$ cat src/timer_params.svh
// Constants for the wait one-shot timer: register offsets, field positions,
// reset values and count source codes.
// Assumes APB byte addresses with one aligned 32-bit word per register.
`ifndef TIMER_PARAMS_SVH
`define TIMER_PARAMS_SVH

// ----------------------------------------
// Register offsets
// ----------------------------------------
`define OFS_TIMER_CONTROL 8'h00
`define OFS_ONESHOT_CONTROL 8'h04
`define OFS_TIMER_IO_CONTROL 8'h08
`define OFS_MODE 8'h0C
`define OFS_PRESCALER 8'h10
`define OFS_SECONDARY 8'h14
`define OFS_PRIMARY 8'h18
`define OFS_PIN_CONFIG 8'h1C

// ----------------------------------------
// Field positions
// ----------------------------------------
`define BIT_COUNT_START 0
`define BIT_COUNT_STATUS 1
`define BIT_FORCED_STOP 2
`define BIT_OS_START 0
`define BIT_OS_STOP 1
`define BIT_OS_ACTIVE 2
`define BIT_LEVEL_SEL 0
`define BIT_TRIG_EDGE 1
`define BIT_TRIG_EN 2
`define BIT_WAIT_MODE 0
`define FLD_SRC_HI 5
`define FLD_SRC_LO 4
`define BIT_PIN_BOTH 0
`define BIT_PIN_IN_EN 1
`define BIT_PIN_FILT_LO 2
`define BIT_PIN_FILT_HI 3
`define BIT_PIN_POL 4
`define BIT_PIN_IRQ 5

// ----------------------------------------
// Reset values and codes
// ----------------------------------------
`define RST_BYTE 8'hFF
`define SRC_DIV1 2'h0
`define SRC_DIV2 2'h1
`define SRC_DIV8 2'h2
`define SRC_NEIGHBOUR 2'h3
`define DIV8_LAST 3'h7
`define FILT_NONE 2'h0

`endif

$ cat src/timer_pkg.sv
// Types shared by the wait one-shot timer modules.
// Assumes timer_params.svh supplies the numeric constants.
package timer_pkg;

    typedef enum logic [1:0] {
        ST_IDLE = 2'b00,
        ST_WAIT = 2'b01,
        ST_PULSE = 2'b10
    } os_state_t;

    typedef struct packed {
        logic pin_interrupt_polarity;
        logic [1:0] filter_sel;
        logic pin_input_enable;
        logic pin_both_edge_select;
    } pin_cfg_t;

    typedef struct packed {
        logic pin_trigger_enable;
        logic pin_trigger_edge_select;
    } trig_cfg_t;

endpackage

$ cat src/count_source_sel.sv
// Count source selector: produces a one-cycle tick at pclk, pclk/2, pclk/8
// or on each neighbouring timer underflow pulse.
// Assumes the underflow pulse is one pclk cycle wide and on the same clock.
`timescale 1ns/1ps
`include "timer_params.svh"

module count_source_sel (
    input wire logic pclk,
    input wire logic presetn,
    input wire logic [1:0] src_sel,
    input wire logic neighbour_underflow,
    output logic tick
);
    logic [2:0] div;

    always_ff @(posedge pclk or negedge presetn) begin
        if (!presetn) begin
            div <= 3'h0;
        end else begin
            div <= div + 3'h1;
        end
    end

    // ----------------------------------------
    // Tick generation
    // ----------------------------------------
    always_ff @(posedge pclk or negedge presetn) begin
        if (!presetn) begin
            tick <= 1'b0;
        end else begin
            unique case (src_sel)
                `SRC_DIV1: tick <= 1'b1;
                `SRC_DIV2: tick <= div[0];
                `SRC_DIV8: tick <= (div == `DIV8_LAST);
                `SRC_NEIGHBOUR: tick <= neighbour_underflow;
            endcase
        end
    end
endmodule

$ cat src/pin_trigger.sv
// External trigger pin front end: synchroniser, digital filter and edge
// detection for the timer trigger and for the pin interrupt request.
// Assumes the pin is asynchronous to pclk.
`timescale 1ns/1ps
`include "timer_params.svh"

module pin_trigger (
    input wire logic pclk,
    input wire logic presetn,
    input wire logic external_trigger_pin,
    input wire timer_pkg::pin_cfg_t cfg,
    input wire timer_pkg::trig_cfg_t tcfg,
    output logic trig,
    output logic irq_edge
);
    import timer_pkg::*;

    logic sync1;
    logic sync2;
    logic filt;
    logic [2:0] same_cnt;
    logic rise;
    logic fall;

    always_ff @(posedge pclk or negedge presetn) begin
        if (!presetn) begin
            sync1 <= 1'b1;
            sync2 <= 1'b1;
        end else begin
            sync1 <= external_trigger_pin;
            sync2 <= sync1;
        end
    end

    // Filter accepts a new level after 2*sel+1 equal samples
    always_ff @(posedge pclk or negedge presetn) begin
        if (!presetn) begin
            filt <= 1'b1;
            same_cnt <= 3'h0;
        end else if (sync2 == filt || cfg.filter_sel == `FILT_NONE) begin
            filt <= sync2;
            same_cnt <= 3'h0;
        end else if (same_cnt >= {cfg.filter_sel, 1'b0}) begin
            filt <= sync2;
            same_cnt <= 3'h0;
        end else begin
            same_cnt <= same_cnt + 3'h1;
        end
    end

    always_comb begin
        rise = 1'b0;
        fall = 1'b0;
        if (cfg.filter_sel == `FILT_NONE) begin
            rise = sync2 & ~filt;
            fall = ~sync2 & filt;
        end else if (sync2 != filt && same_cnt >= {cfg.filter_sel, 1'b0}) begin
            rise = sync2;
            fall = ~sync2;
        end
    end

    // Timer edge and interrupt edge are chosen independently unless pin_both_edge_select makes both use either edge
    always_ff @(posedge pclk or negedge presetn) begin
        if (!presetn) begin
            trig <= 1'b0;
            irq_edge <= 1'b0;
        end else begin
            trig <= tcfg.pin_trigger_enable & (cfg.pin_both_edge_select ? (rise | fall) :
                    (tcfg.pin_trigger_edge_select ? rise : fall));
            irq_edge <= cfg.pin_input_enable & (cfg.pin_both_edge_select ? (rise | fall) :
                        (cfg.pin_interrupt_polarity ? rise : fall));
        end
    end
endmodule

$ cat src/wait_oneshot_timer.sv
// Wait one-shot timer with 8-bit prescaler and 8-bit counter, APB slave.
// Assumes one pclk domain; the trigger pin is asynchronous.
`timescale 1ns/1ps
`include "timer_params.svh"

module wait_oneshot_timer (
    input wire logic pclk,
    input wire logic presetn,
    input wire logic psel,
    input wire logic penable,
    input wire logic pwrite,
    input wire logic [7:0] paddr,
    input wire logic [31:0] pwdata,
    output logic [31:0] prdata,
    output logic pready,
    output logic pslverr,
    input wire logic external_trigger_pin,
    input wire logic neighbour_underflow,
    output logic pulse_output_pin,
    output logic timer_request
);
    import timer_pkg::*;

    logic count_start_bit;
    logic count_status_flag;
    logic start_stage;
    logic oneshot_active_flag;
    logic os_start_pend;
    logic os_stop_pend;
    logic os_start_stage;
    logic os_stop_stage;
    logic output_level_select;
    logic wait_mode;
    logic [1:0] src_sel;
    trig_cfg_t tcfg;
    pin_cfg_t pcfg;
    logic interrupt_request_flag;
    logic [7:0] pre_rl;
    logic [7:0] sec_rl;
    logic [7:0] pri_rl;
    logic [7:0] pre_cnt;
    logic [7:0] cnt;
    os_state_t state;
    logic fin_q;
    logic tick;
    logic pin_trig;
    logic pin_irq;
    logic wr;
    logic setup;
    logic wr_ctrl;
    logic wr_os;
    logic wr_pre;
    logic wr_pri;
    logic force_stop;
    logic trig_accept;
    logic stop_now;
    logic fin;

    function automatic logic mapped(input logic [7:0] a);
        mapped = (a == `OFS_TIMER_CONTROL) || (a == `OFS_ONESHOT_CONTROL) ||
                 (a == `OFS_TIMER_IO_CONTROL) || (a == `OFS_MODE) || (a == `OFS_PRESCALER) ||
                 (a == `OFS_SECONDARY) || (a == `OFS_PRIMARY) || (a == `OFS_PIN_CONFIG);
    endfunction

    function automatic logic wr_at(input logic [7:0] a, input logic [7:0] ofs);
        wr_at = (a == ofs);
    endfunction

    // ----------------------------------------
    // Submodules
    // ----------------------------------------
    count_source_sel u_src (
        .pclk(pclk),
        .presetn(presetn),
        .src_sel(src_sel),
        .neighbour_underflow(neighbour_underflow),
        .tick(tick)
    );

    // Pin must be fully configured before its trigger is enabled; not checked here
    pin_trigger u_pin (
        .pclk(pclk),
        .presetn(presetn),
        .external_trigger_pin(external_trigger_pin),
        .cfg(pcfg),
        .tcfg(tcfg),
        .trig(pin_trig),
        .irq_edge(pin_irq)
    );

    // ----------------------------------------
    // APB decode, zero wait states
    // ----------------------------------------
    assign setup = psel & ~penable;
    assign wr = psel & penable & pwrite & pready;
    assign wr_ctrl = wr & wr_at(paddr, `OFS_TIMER_CONTROL);
    assign wr_os = wr & wr_at(paddr, `OFS_ONESHOT_CONTROL);
    assign wr_pre = wr & wr_at(paddr, `OFS_PRESCALER);
    assign wr_pri = wr & wr_at(paddr, `OFS_PRIMARY);
    assign force_stop = wr_ctrl & pwdata[`BIT_FORCED_STOP];

    always_ff @(posedge pclk or negedge presetn) begin
        if (!presetn) begin
            pready <= 1'b0;
            pslverr <= 1'b0;
            prdata <= 32'h0000_0000;
        end else begin
            pready <= 1'b1;
            if (setup) begin
                pslverr <= ~mapped(paddr);
                prdata <= 32'h0000_0000;
                unique case (paddr)
                    `OFS_TIMER_CONTROL: begin
                        prdata[`BIT_COUNT_START] <= count_start_bit;
                        prdata[`BIT_COUNT_STATUS] <= count_status_flag;
                    end
                    `OFS_ONESHOT_CONTROL: prdata[`BIT_OS_ACTIVE] <= oneshot_active_flag;
                    `OFS_TIMER_IO_CONTROL: begin
                        prdata[`BIT_LEVEL_SEL] <= output_level_select;
                        prdata[`BIT_TRIG_EDGE] <= tcfg.pin_trigger_edge_select;
                        prdata[`BIT_TRIG_EN] <= tcfg.pin_trigger_enable;
                    end
                    `OFS_MODE: begin
                        prdata[`BIT_WAIT_MODE] <= wait_mode;
                        prdata[`FLD_SRC_HI:`FLD_SRC_LO] <= src_sel;
                    end
                    `OFS_PRESCALER: prdata[7:0] <= pre_cnt;
                    `OFS_SECONDARY: prdata[7:0] <= sec_rl;
                    `OFS_PRIMARY: prdata[7:0] <= cnt;
                    `OFS_PIN_CONFIG: begin
                        prdata[`BIT_PIN_BOTH] <= pcfg.pin_both_edge_select;
                        prdata[`BIT_PIN_IN_EN] <= pcfg.pin_input_enable;
                        prdata[`BIT_PIN_FILT_HI:`BIT_PIN_FILT_LO] <= pcfg.filter_sel;
                        prdata[`BIT_PIN_POL] <= pcfg.pin_interrupt_polarity;
                        prdata[`BIT_PIN_IRQ] <= interrupt_request_flag;
                    end
                    default: prdata <= 32'h0000_0000;
                endcase
            end
        end
    end

    // ----------------------------------------
    // Configuration registers
    // ----------------------------------------
    always_ff @(posedge pclk or negedge presetn) begin
        if (!presetn) begin
            output_level_select <= 1'b0;
            tcfg <= '0;
            wait_mode <= 1'b0;
            src_sel <= `SRC_DIV1;
            pcfg <= '0;
        end else if (wr) begin
            if (wr_at(paddr, `OFS_TIMER_IO_CONTROL)) begin
                output_level_select <= pwdata[`BIT_LEVEL_SEL];
                tcfg.pin_trigger_edge_select <= pwdata[`BIT_TRIG_EDGE];
                tcfg.pin_trigger_enable <= pwdata[`BIT_TRIG_EN];
            end
            if (wr_at(paddr, `OFS_MODE)) begin
                wait_mode <= pwdata[`BIT_WAIT_MODE];
                src_sel <= pwdata[`FLD_SRC_HI:`FLD_SRC_LO];
            end
            if (wr_at(paddr, `OFS_PIN_CONFIG)) begin
                pcfg.pin_both_edge_select <= pwdata[`BIT_PIN_BOTH];
                pcfg.pin_input_enable <= pwdata[`BIT_PIN_IN_EN];
                pcfg.filter_sel <= pwdata[`BIT_PIN_FILT_HI:`BIT_PIN_FILT_LO];
                pcfg.pin_interrupt_polarity <= pwdata[`BIT_PIN_POL];
            end
        end
    end

    // Pin interrupt flag is sticky; a new edge beats a clear in the same cycle
    always_ff @(posedge pclk or negedge presetn) begin
        if (!presetn) begin
            interrupt_request_flag <= 1'b0;
        end else if (pin_irq) begin
            interrupt_request_flag <= 1'b1;
        end else if (wr && wr_at(paddr, `OFS_PIN_CONFIG) && !pwdata[`BIT_PIN_IRQ]) begin
            interrupt_request_flag <= 1'b0;
        end
    end

    // Reload registers always take the write
    always_ff @(posedge pclk or negedge presetn) begin
        if (!presetn) begin
            pre_rl <= `RST_BYTE;
            sec_rl <= `RST_BYTE;
            pri_rl <= `RST_BYTE;
        end else begin
            if (wr_pre) begin
                pre_rl <= pwdata[7:0];
            end
            if (wr && wr_at(paddr, `OFS_SECONDARY)) begin
                sec_rl <= pwdata[7:0];
            end
            if (wr_pri) begin
                pri_rl <= pwdata[7:0];
            end
        end
    end

    // ----------------------------------------
    // Start/stop handshake
    // ----------------------------------------
    // Two count-source edges of staging give the 1 to 2 cycle delay
    always_ff @(posedge pclk or negedge presetn) begin
        if (!presetn) begin
            count_start_bit <= 1'b0;
            start_stage <= 1'b0;
            count_status_flag <= 1'b0;
        end else if (force_stop) begin
            count_start_bit <= 1'b0;
            start_stage <= 1'b0;
            count_status_flag <= 1'b0;
        end else begin
            if (wr_ctrl) begin
                count_start_bit <= pwdata[`BIT_COUNT_START];
            end
            if (tick) begin
                start_stage <= count_start_bit;
                count_status_flag <= start_stage;
            end
        end
    end

    assign trig_accept = (pin_trig | (wr_os & pwdata[`BIT_OS_START])) &
                         count_status_flag & ~oneshot_active_flag;
    assign stop_now = tick & ((os_stop_stage & oneshot_active_flag) |
                      (count_status_flag & ~start_stage));

    // If start and stop are both staged, stop wins; software must avoid it
    always_ff @(posedge pclk or negedge presetn) begin
        if (!presetn) begin
            os_start_pend <= 1'b0;
            os_stop_pend <= 1'b0;
            os_start_stage <= 1'b0;
            os_stop_stage <= 1'b0;
        end else if (force_stop) begin
            os_start_pend <= 1'b0;
            os_stop_pend <= 1'b0;
            os_start_stage <= 1'b0;
            os_stop_stage <= 1'b0;
        end else begin
            if (trig_accept) begin
                os_start_pend <= 1'b1;
            end else if (tick) begin
                os_start_pend <= 1'b0;
            end
            if (wr_os && pwdata[`BIT_OS_STOP]) begin
                os_stop_pend <= 1'b1;
            end else if (tick) begin
                os_stop_pend <= 1'b0;
            end
            if (tick) begin
                os_start_stage <= os_start_pend;
                os_stop_stage <= os_stop_pend;
            end
        end
    end

    // ----------------------------------------
    // Counting engine
    // ----------------------------------------
    // A forced stop in the finishing cycle must not leave a stray request behind
    assign fin = tick & oneshot_active_flag & (state == ST_PULSE) & (pre_cnt == 8'h00) &
                 (cnt == 8'h00) & ~stop_now & ~force_stop;

    always_ff @(posedge pclk or negedge presetn) begin
        if (!presetn) begin
            state <= ST_IDLE;
            oneshot_active_flag <= 1'b0;
            pre_cnt <= `RST_BYTE;
            cnt <= `RST_BYTE;
            fin_q <= 1'b0;
        end else begin
            fin_q <= fin;
            if (force_stop || stop_now) begin
                state <= ST_IDLE;
                oneshot_active_flag <= 1'b0;
                pre_cnt <= pre_rl;
                cnt <= pri_rl;
            end else if (!count_status_flag) begin
                if (wr_pre) begin
                    pre_cnt <= pwdata[7:0];
                end
                if (wr_pri) begin
                    cnt <= pwdata[7:0];
                end
            end else if (tick && os_start_stage && !os_stop_stage && !oneshot_active_flag) begin
                oneshot_active_flag <= 1'b1;
                state <= wait_mode ? ST_WAIT : ST_PULSE;
                pre_cnt <= pre_rl;
                cnt <= pri_rl;
            end else if (tick && oneshot_active_flag) begin
                if (pre_cnt != 8'h00) begin
                    pre_cnt <= pre_cnt - 8'h01;
                end else begin
                    pre_cnt <= pre_rl;
                    if (cnt != 8'h00) begin
                        cnt <= cnt - 8'h01;
                    end else if (state == ST_WAIT) begin
                        cnt <= sec_rl;
                        state <= ST_PULSE;
                    end else begin
                        cnt <= pri_rl;
                        state <= ST_IDLE;
                        oneshot_active_flag <= 1'b0;
                    end
                end
            end
        end
    end

    // Pin and request share one register stage so they change together
    always_ff @(posedge pclk or negedge presetn) begin
        if (!presetn) begin
            pulse_output_pin <= 1'b0;
            timer_request <= 1'b0;
        end else begin
            pulse_output_pin <= (state == ST_PULSE) ? ~output_level_select : output_level_select;
            timer_request <= fin_q;
        end
    end
endmodule

$ cat config.mk
export PLATFORM = sky130hd
export DESIGN_NAME = wait_oneshot_timer
export DESIGN_NICKNAME = d
export VERILOG_FILES = /design/src/timer_pkg.sv /design/src/count_source_sel.sv /design/src/pin_trigger.sv /design/src/wait_oneshot_timer.sv
export VERILOG_INCLUDE_DIRS = /design/src
export SDC_FILE = /design/constraint.sdc
export NUM_CORES = 1
export LEC_CHECK = 0
export ABC_AREA = 0
export BUFFER_PORTS_ARGS = -buffer_cell sky130_fd_sc_hd__buf_2
export CAP_MARGIN = 40
export CORE_AREA = 2 2 94 96
export CTS_CLUSTER_DIAMETER = 30
export DETAILED_ROUTE_END_ITERATION = 10
export DIE_AREA = 0 0 96 98
export GPL_TIMING_DRIVEN = 0
export PLACE_DENSITY_LB_ADDON = 0.08
export SLEW_MARGIN = 20
export SYNTH_ARGS = -nofsm -noshare
export SYNTH_HDL_FRONTEND = slang
export SYNTH_SLANG_ARGS = --single-unit
$ cat constraint.sdc
create_clock -name pclk -period 4.24 [get_ports pclk]
set_clock_uncertainty 0.05 [all_clocks]
set_input_delay 0.212 -clock pclk [delete_from_list [all_inputs] [get_ports pclk]]
set_output_delay 0.212 -clock pclk [all_outputs]
set_load 0.05 [all_outputs]
==> results of run 1 <==
==> placed cells by master (no fill, tap or decap), types with 4 or more instances in the layout <==
cell type  Yosys  routed
o211ai_1       4       4
mux2_2        35      35
a31oi_1       15      15
ha_1           9       9
a22oi_1        5       5
dfrtp_1       44      44
dfstp_2       43      43
o221ai_1       5       5
a222oi_1       7       7
a21o_1        11      11
buf_2          6      37
or3_1          5       5
a21oi_1       25      25
conb_1         2      25
nor3_1        15      15
xnor2_1        6       6
mux2i_1       11      11
buf_4         27      28
xor2_1         6       6
nor2_1        34      34
nand2_1       37      37
inv_1         15      15
o22ai_1        6       6
nor3b_1        4       4
o21ai_0       34      34
clkbuf_8       0       9
a211oi_1       4       4
nand2b_1      12      12
o21ai_1        4       4
clkbuf_1      10      10
==> cells by family (layout without fill, tap and decap cells) <==
| logic type | Yosys count | in the layout | share of synthesized area |
|---|---|---|---|
| other cells | 2 | 25 | 0.00152 |
| flops | 87 | 87 | 0.450 |
| xor+xnor | 12 | 12 | 0.0212 |
| fa+ha+maj | 9 | 9 | 0.0227 |
| mux | 46 | 46 | 0.102 |
| compound gates | 137 | 137 | 0.180 |
| simple gates | 138 | 138 | 0.152 |
| buf+inv | 61 | 112 | 0.0712 |
==> registers in the layout, summed over array words and instances, names as in the netlist, 2 cells and up <==
register and cells:
cnt 8, prdata 8, pre_cnt 8, pre_rl 8, pri_rl 8, sec_rl 8
pcfg 5, u_pin.same_cnt 3, u_src.div 3, src_sel 2, state 2, tcfg 2
==> report_power, final <==
part	switching [mW]	total, mW	leakage, nW	internal, mW
sequential	0.0431	0.930	1.04	0.887
combinational	0.269	0.432	1.45	0.164
clock	0.349	0.643	0.113	0.294
==> final timing paths <==
path / start / end / slack [ns] / cells after the start
max in group asynchronous: presetn / pri_rl[0] / 3.20 / 3
worst min-delay path: neighbour_underflow / u_src.tick / 0.09 / 3
min in group asynchronous: presetn / prdata[6] / 0.27 / 2
worst max register to register: pready / pre_cnt[5] / 1.69 / 8
worst max-delay path: pready / pre_cnt[5] / 1.69 / 8
worst min register to register: fin_q / timer_request / 0.31 / 0
==> per-stage QoR <==
step / utilization / power (mW) / hold slack, ns
floorplan: - / 1.25 / -0.134
global placement: 0.630 / 1.35 / 0.268
detailed placement: 0.634 / 1.36 / 0.121
CTS: 0.662 / 2.01 / 0.0789
global route: 0.662 / 2.10 / 0.0919
finish: 0.662 / 2.00 / 0.0890
==> routing by layer <==
metal / wire length, um / GRT usage / vias up
li1: - / - / 1882
met4: 259 / 0.0978 / 0
met3: 904 / 0.0602 / 27
met5: 0 / 0 / -
met1: 5460 / 0.406 / 1983
met2: 6150 / 0.450 / 217
==> worst reg2reg max path: cells and delay by family, from the launching register on <==
family	cells	cell delay, ns
buf+inv	3	0.76
flops	1	0.41
compound gates	3	0.87
simple gates	2	0.39
==> area by class of cell <==
type                            instances  area [um^2]
Sequential cell                        87         2230
Clock inverter                          7         97.6
Multi-Input combinational cell        367         2460
Buffer                                 46          297
Fill cell                             700         2860
Inverter                               15         56.3
Clock buffer                            9          124
Timing Repair Buffer                   35          210
Tap cell                              108          135
==> results.py, run 1 <==
metrics = {
    "cts": {
        "hold_buffers": 2,
        "root_buffer": "clkbuf_8",
        "cts_tree": "done",
        "clk_pin_slew_worst_paths_ns": 0.10,
        "clk_latency_ns": 0.37,
        "cts_buffers": 9,
        "clockBufferDepth": 2,
        "post_cts_resized": 0,
        "post-cts-setup-buffers": 0,
        "clock-sinks": 87,
        "htreeDepth": 3,
    },
    "drt": {
        "drt_iter0_drc": 474,
        "firstDrtPassIters": 7,
        "drt_wl_total_um": 12800,
        "vias_per_cell": 6.10,
        "ant_nets": 0,
        "routed-via-count": 4109,
        "wire_per_inst_um": 18.9,
        "drc": 0,
    },
    "final_layout": {
        "area_growth_pct": 13.2,
        "n_antenna_cell": 0,
        "fin_area_um2": 5610,
        "final_net_count": 617,
        "finalNonFillerCells": 674,
        "drive_above_1_share": 0.307,
    },
    "global_route": {
        "grt_pass1_vias": 3949,
        "groute.usage.overall": 0.290,
        "grt_max_degree": 59,
        "grt_pass1_wl_um": 20700,
        "grt-ovfl-total": 0,
        "antenna_found_initial": 0,
    },
    "floorplan": {
        "placementRows": 34,
        "initial_utilization": 0.585,
        "ios": 83,
        "die_h_um": 98,
        "design.core.area_um2": 8470,
        "die_area_um2": 9410,
        "die_w_um": 96,
    },
    "critical_path": {
        "crit_family": "compound AO/OA/AOI/OAI gates",
        "path_class": "register to register",
        "cp_max_fo": 10,
        "critPathLaunchType": "register",
        "crit_buf_inv": 3,
        "crit_slowest_cell": "a21oi_1",
        "crit_required_ns": 4.49,
        "worst_path_largest_cell_delay_ns": 0.54,
        "critPathCaptureType": "register",
        "cp.arrival_ns": 2.79,
        "crit_chain": "and4_1 > buf_2 > and4_1 > buf_4 > a21oi_1 > buf_2 > o21ai_0 > o21ai_0",
    },
    "placement": {
        "dpl_cell_area_um2": 5370,
        "place_congestion": 0.916,
        "post-dp-hpwl_um": 9040,
        "dp_cells": 656,
        "dp_slack_ns": 1.78,
        "io_buffers": 32,
    },
    "yosys": {
        "synth.area.top_cells": "dfstp_2 (23%), dfrtp_1 (22%), mux2_2 (8.0%)",
        "syn-cell-area_um2": 4950,
        "syn_area_per_cell_um2": 10.1,
        "synth_cell_types": 65,
        "ys_seq_area_frac": 0.450,
        "synth_top_area_share": 0.228,
        "synth_edf_count": 0,
        "synth_async_sr_flop_share": 1.00,
        "ys_top_cells_by_count": "dfrtp_1 (44), dfstp_2 (43), nand2_1 (37)",
        "synth_cells": 492,
        "ys_seq_elements": 87,
        "synth_most_common_cell": "dfrtp_1",
        "yosysWarnings": 0,
        "synth_flop_cell": "dfrtp_1",
        "synth.largest_area_cell": "dfstp_2",
    },
    "sta": {
        "setup_tns_ns": 0,
        "fin_crit_sh": 0.600,
        "hold_viol_final": 0,
        "relSlewSlack": 0.476,
        "setup_violations": 0,
        "rsz0062_at_grt": "no",
        "worst_pin_slew_ns": 0.780,
        "period_needed_ns": 2.55,
        "layout_setup_ws_ns": 1.69,
        "fmax_mhz": 393,
        "finalMaxSlewViolations": 0,
    },
    "status": {
        "outcome": "finished clean",
    },
    "min_path": {
        "hold_class": "input pin to register",
    },
    "pwr": {
        "power_density_nw_per_um2": 357,
        "vdd_drop_max_mv": 0.232,
        "leakage_nw": 2.60,
    },
    "job": {
        "drv_cap": 0,
    },
}
Note: power is estimated with default switching activity, not from simulation.
==> inputs of run 2 (changes only) <==
Settings changed: CORE_AREA 2 2 94 96 to 2 2 102 104, DIE_AREA 0 0 96 98 to 0 0 104 106.
Clock period 4.24 ns to 2.1 ns, I/O delays scaled along.
==> results.py, run 2 (synthesis results as in run 1) <==
metrics = {
    "status": {
        "outcome": "finished clean",
    },
    "sta": {
        "fmax_mhz": 482,
        "holdWs_ns": 0.00985,
        "worst_pin_slew_ns": 0.816,
        "rsz0062_at_grt": "yes",
        "hold_viol_final": 0,
        "period_needed_ns": 2.08,
        "relSlewSlack": 0.452,
        "fin_crit_sh": 0.989,
        "finalMaxSlewViolations": 0,
        "setup_violations": 0,
    },
    "critical_path": {
        "crit_required_ns": 2.34,
        "critPathLaunch": "pre_cnt[1]",
        "worst_path_largest_cell_delay_ns": 0.60,
        "r2r-start": "pre_cnt[1]",
        "cp_max_fo": 5,
        "cp.arrival_ns": 2.31,
        "critPathCaptureType": "register",
        "critPathLaunchType": "register",
        "crit_family": "flip-flops",
        "crit_chain": "inv_1 > ha_1 > nand4b_1 > nor3_4 > a2bb2oi_2 > buf_4 > or3_1 > o21ai_1 > a31oi_1",
        "crit_buf_inv": 2,
        "path_class": "register to register",
        "crit_slowest_cell": "dfstp_2",
    },
    "floorplan": {
        "initial_utilization": 0.495,
        "die_h_um": 106,
        "die_w_um": 104,
        "placementRows": 37,
        "ios": 83,
        "design.core.area_um2": 10000,
        "die_area_um2": 11000,
    },
    "pwr": {
        "leakage_nw": 2.66,
        "vdd_drop_max_mv": 0.436,
        "post-layout-total-power_mw": 4.23,
        "power_density_nw_per_um2": 729,
    },
    "cts": {
        "clock-sinks": 87,
        "clockBufferDepth": 2,
        "htreeDepth": 3,
        "clk_pin_slew_worst_paths_ns": 0.11,
        "root_buffer": "clkbuf_8",
        "clk_latency_ns": 0.37,
        "cts_tree": "done",
        "cts_buffers": 9,
    },
    "global_route": {
        "grt-ovfl-total": 0,
        "groute.usage.overall": 0.246,
        "antenna_found_initial": 0,
        "grt_pass1_wl_um": 21200,
        "grt_max_degree": 59,
        "grt_pass1_vias": 3947,
    },
    "final_layout": {
        "drive_above_1_share": 0.354,
        "final_cell_mix": "dfstp_2 (43), dfrtp_1 (43), buf_4 (38)",
        "final_net_count": 624,
        "n_antenna_cell": 0,
        "area_growth_pct": 17.0,
    },
    "drt": {
        "drt_iter0_drc": 343,
        "wire_per_inst_um": 19.0,
        "vias_per_cell": 5.80,
        "firstDrtPassIters": 6,
        "drc": 0,
        "routed-via-count": 4111,
        "drt_wl_total_um": 13500,
        "ant_nets": 0,
    },
    "placement": {
        "place_congestion": 0.904,
        "io_buffers": 32,
        "post-dp-hpwl_um": 9390,
    },
    "min_path": {
        "hp-start": "pwdata[3]",
        "hold_class": "input pin to register",
    },
    "job": {
        "drv_cap": 0,
    },
}
run 2: path summary, 6_finish.rpt:
check | end | slack, ns | cells after the start
max | cnt[4] | 0.02 | 9
max in group asynchronous | pre_cnt[5] | 1.18 | 3
max reg2reg | cnt[4] | 0.02 | 9
min in group asynchronous | prdata[6] | 0.17 | 2
min | pcfg[3] | 0.01 | 3
min reg2reg | timer_request | 0.31 | 0
run 2: stage by stage:
stage,setup WS [ns],cell area (um^2),setup TNS [ns],utilization,instances
CTS,0.00215,5670,0,0.567,701
global route,-0.0169,5800,-0.0392,0.580,709
global placement,-0.309,5370,-2.40,0.537,683
detailed placement,-0.347,5400,-2.65,0.540,684
finish,0.0241,5800,0,0.580,709
floorplan,0.0460,5040,0,-,515
run 2: layout make-up:
type                            instances  area (um^2)
Sequential cell                        87         2230
Fill cell                             933         4200
Timing Repair Buffer                   45          288
Inverter                               15         56.3
Tap cell                              136          170
Clock inverter                          7          100
Buffer                                 43          285
Multi-Input combinational cell        367         2540
Clock buffer                            9          124
run 2: what timing repair did:
action | 4_1_cts | 5_1_grt
gates resized for setup | 8 | 25
gates cloned | 0 | 1
hold buffers | 3 | 0
hold endpoints to repair | 31 | 0
buffers inserted | 0 | 8
setup endpoints to repair | 17 | 21
pin swaps | 3 | 10
run 2: layer usage:
metal / track usage / part of all wire
met4: 0.0676 / 0.023
met3: 0.0484 / 0.065
met2: 0.410 / 0.47
met1: 0.330 / 0.44
met5: 0 / 0
run 2: where the power goes:
group | internal, mW | switching (mW)
Combinational | 0.396 | 0.567
Sequential | 1.79 | 0.0950
Clock | 0.687 | 0.694
Total | 2.87 | 1.36
run 2: worst min-delay path, cell delays in order:
cell     delay, ns
buf_2         0.15
nand2_1       0.06
o21ai_0       0.07
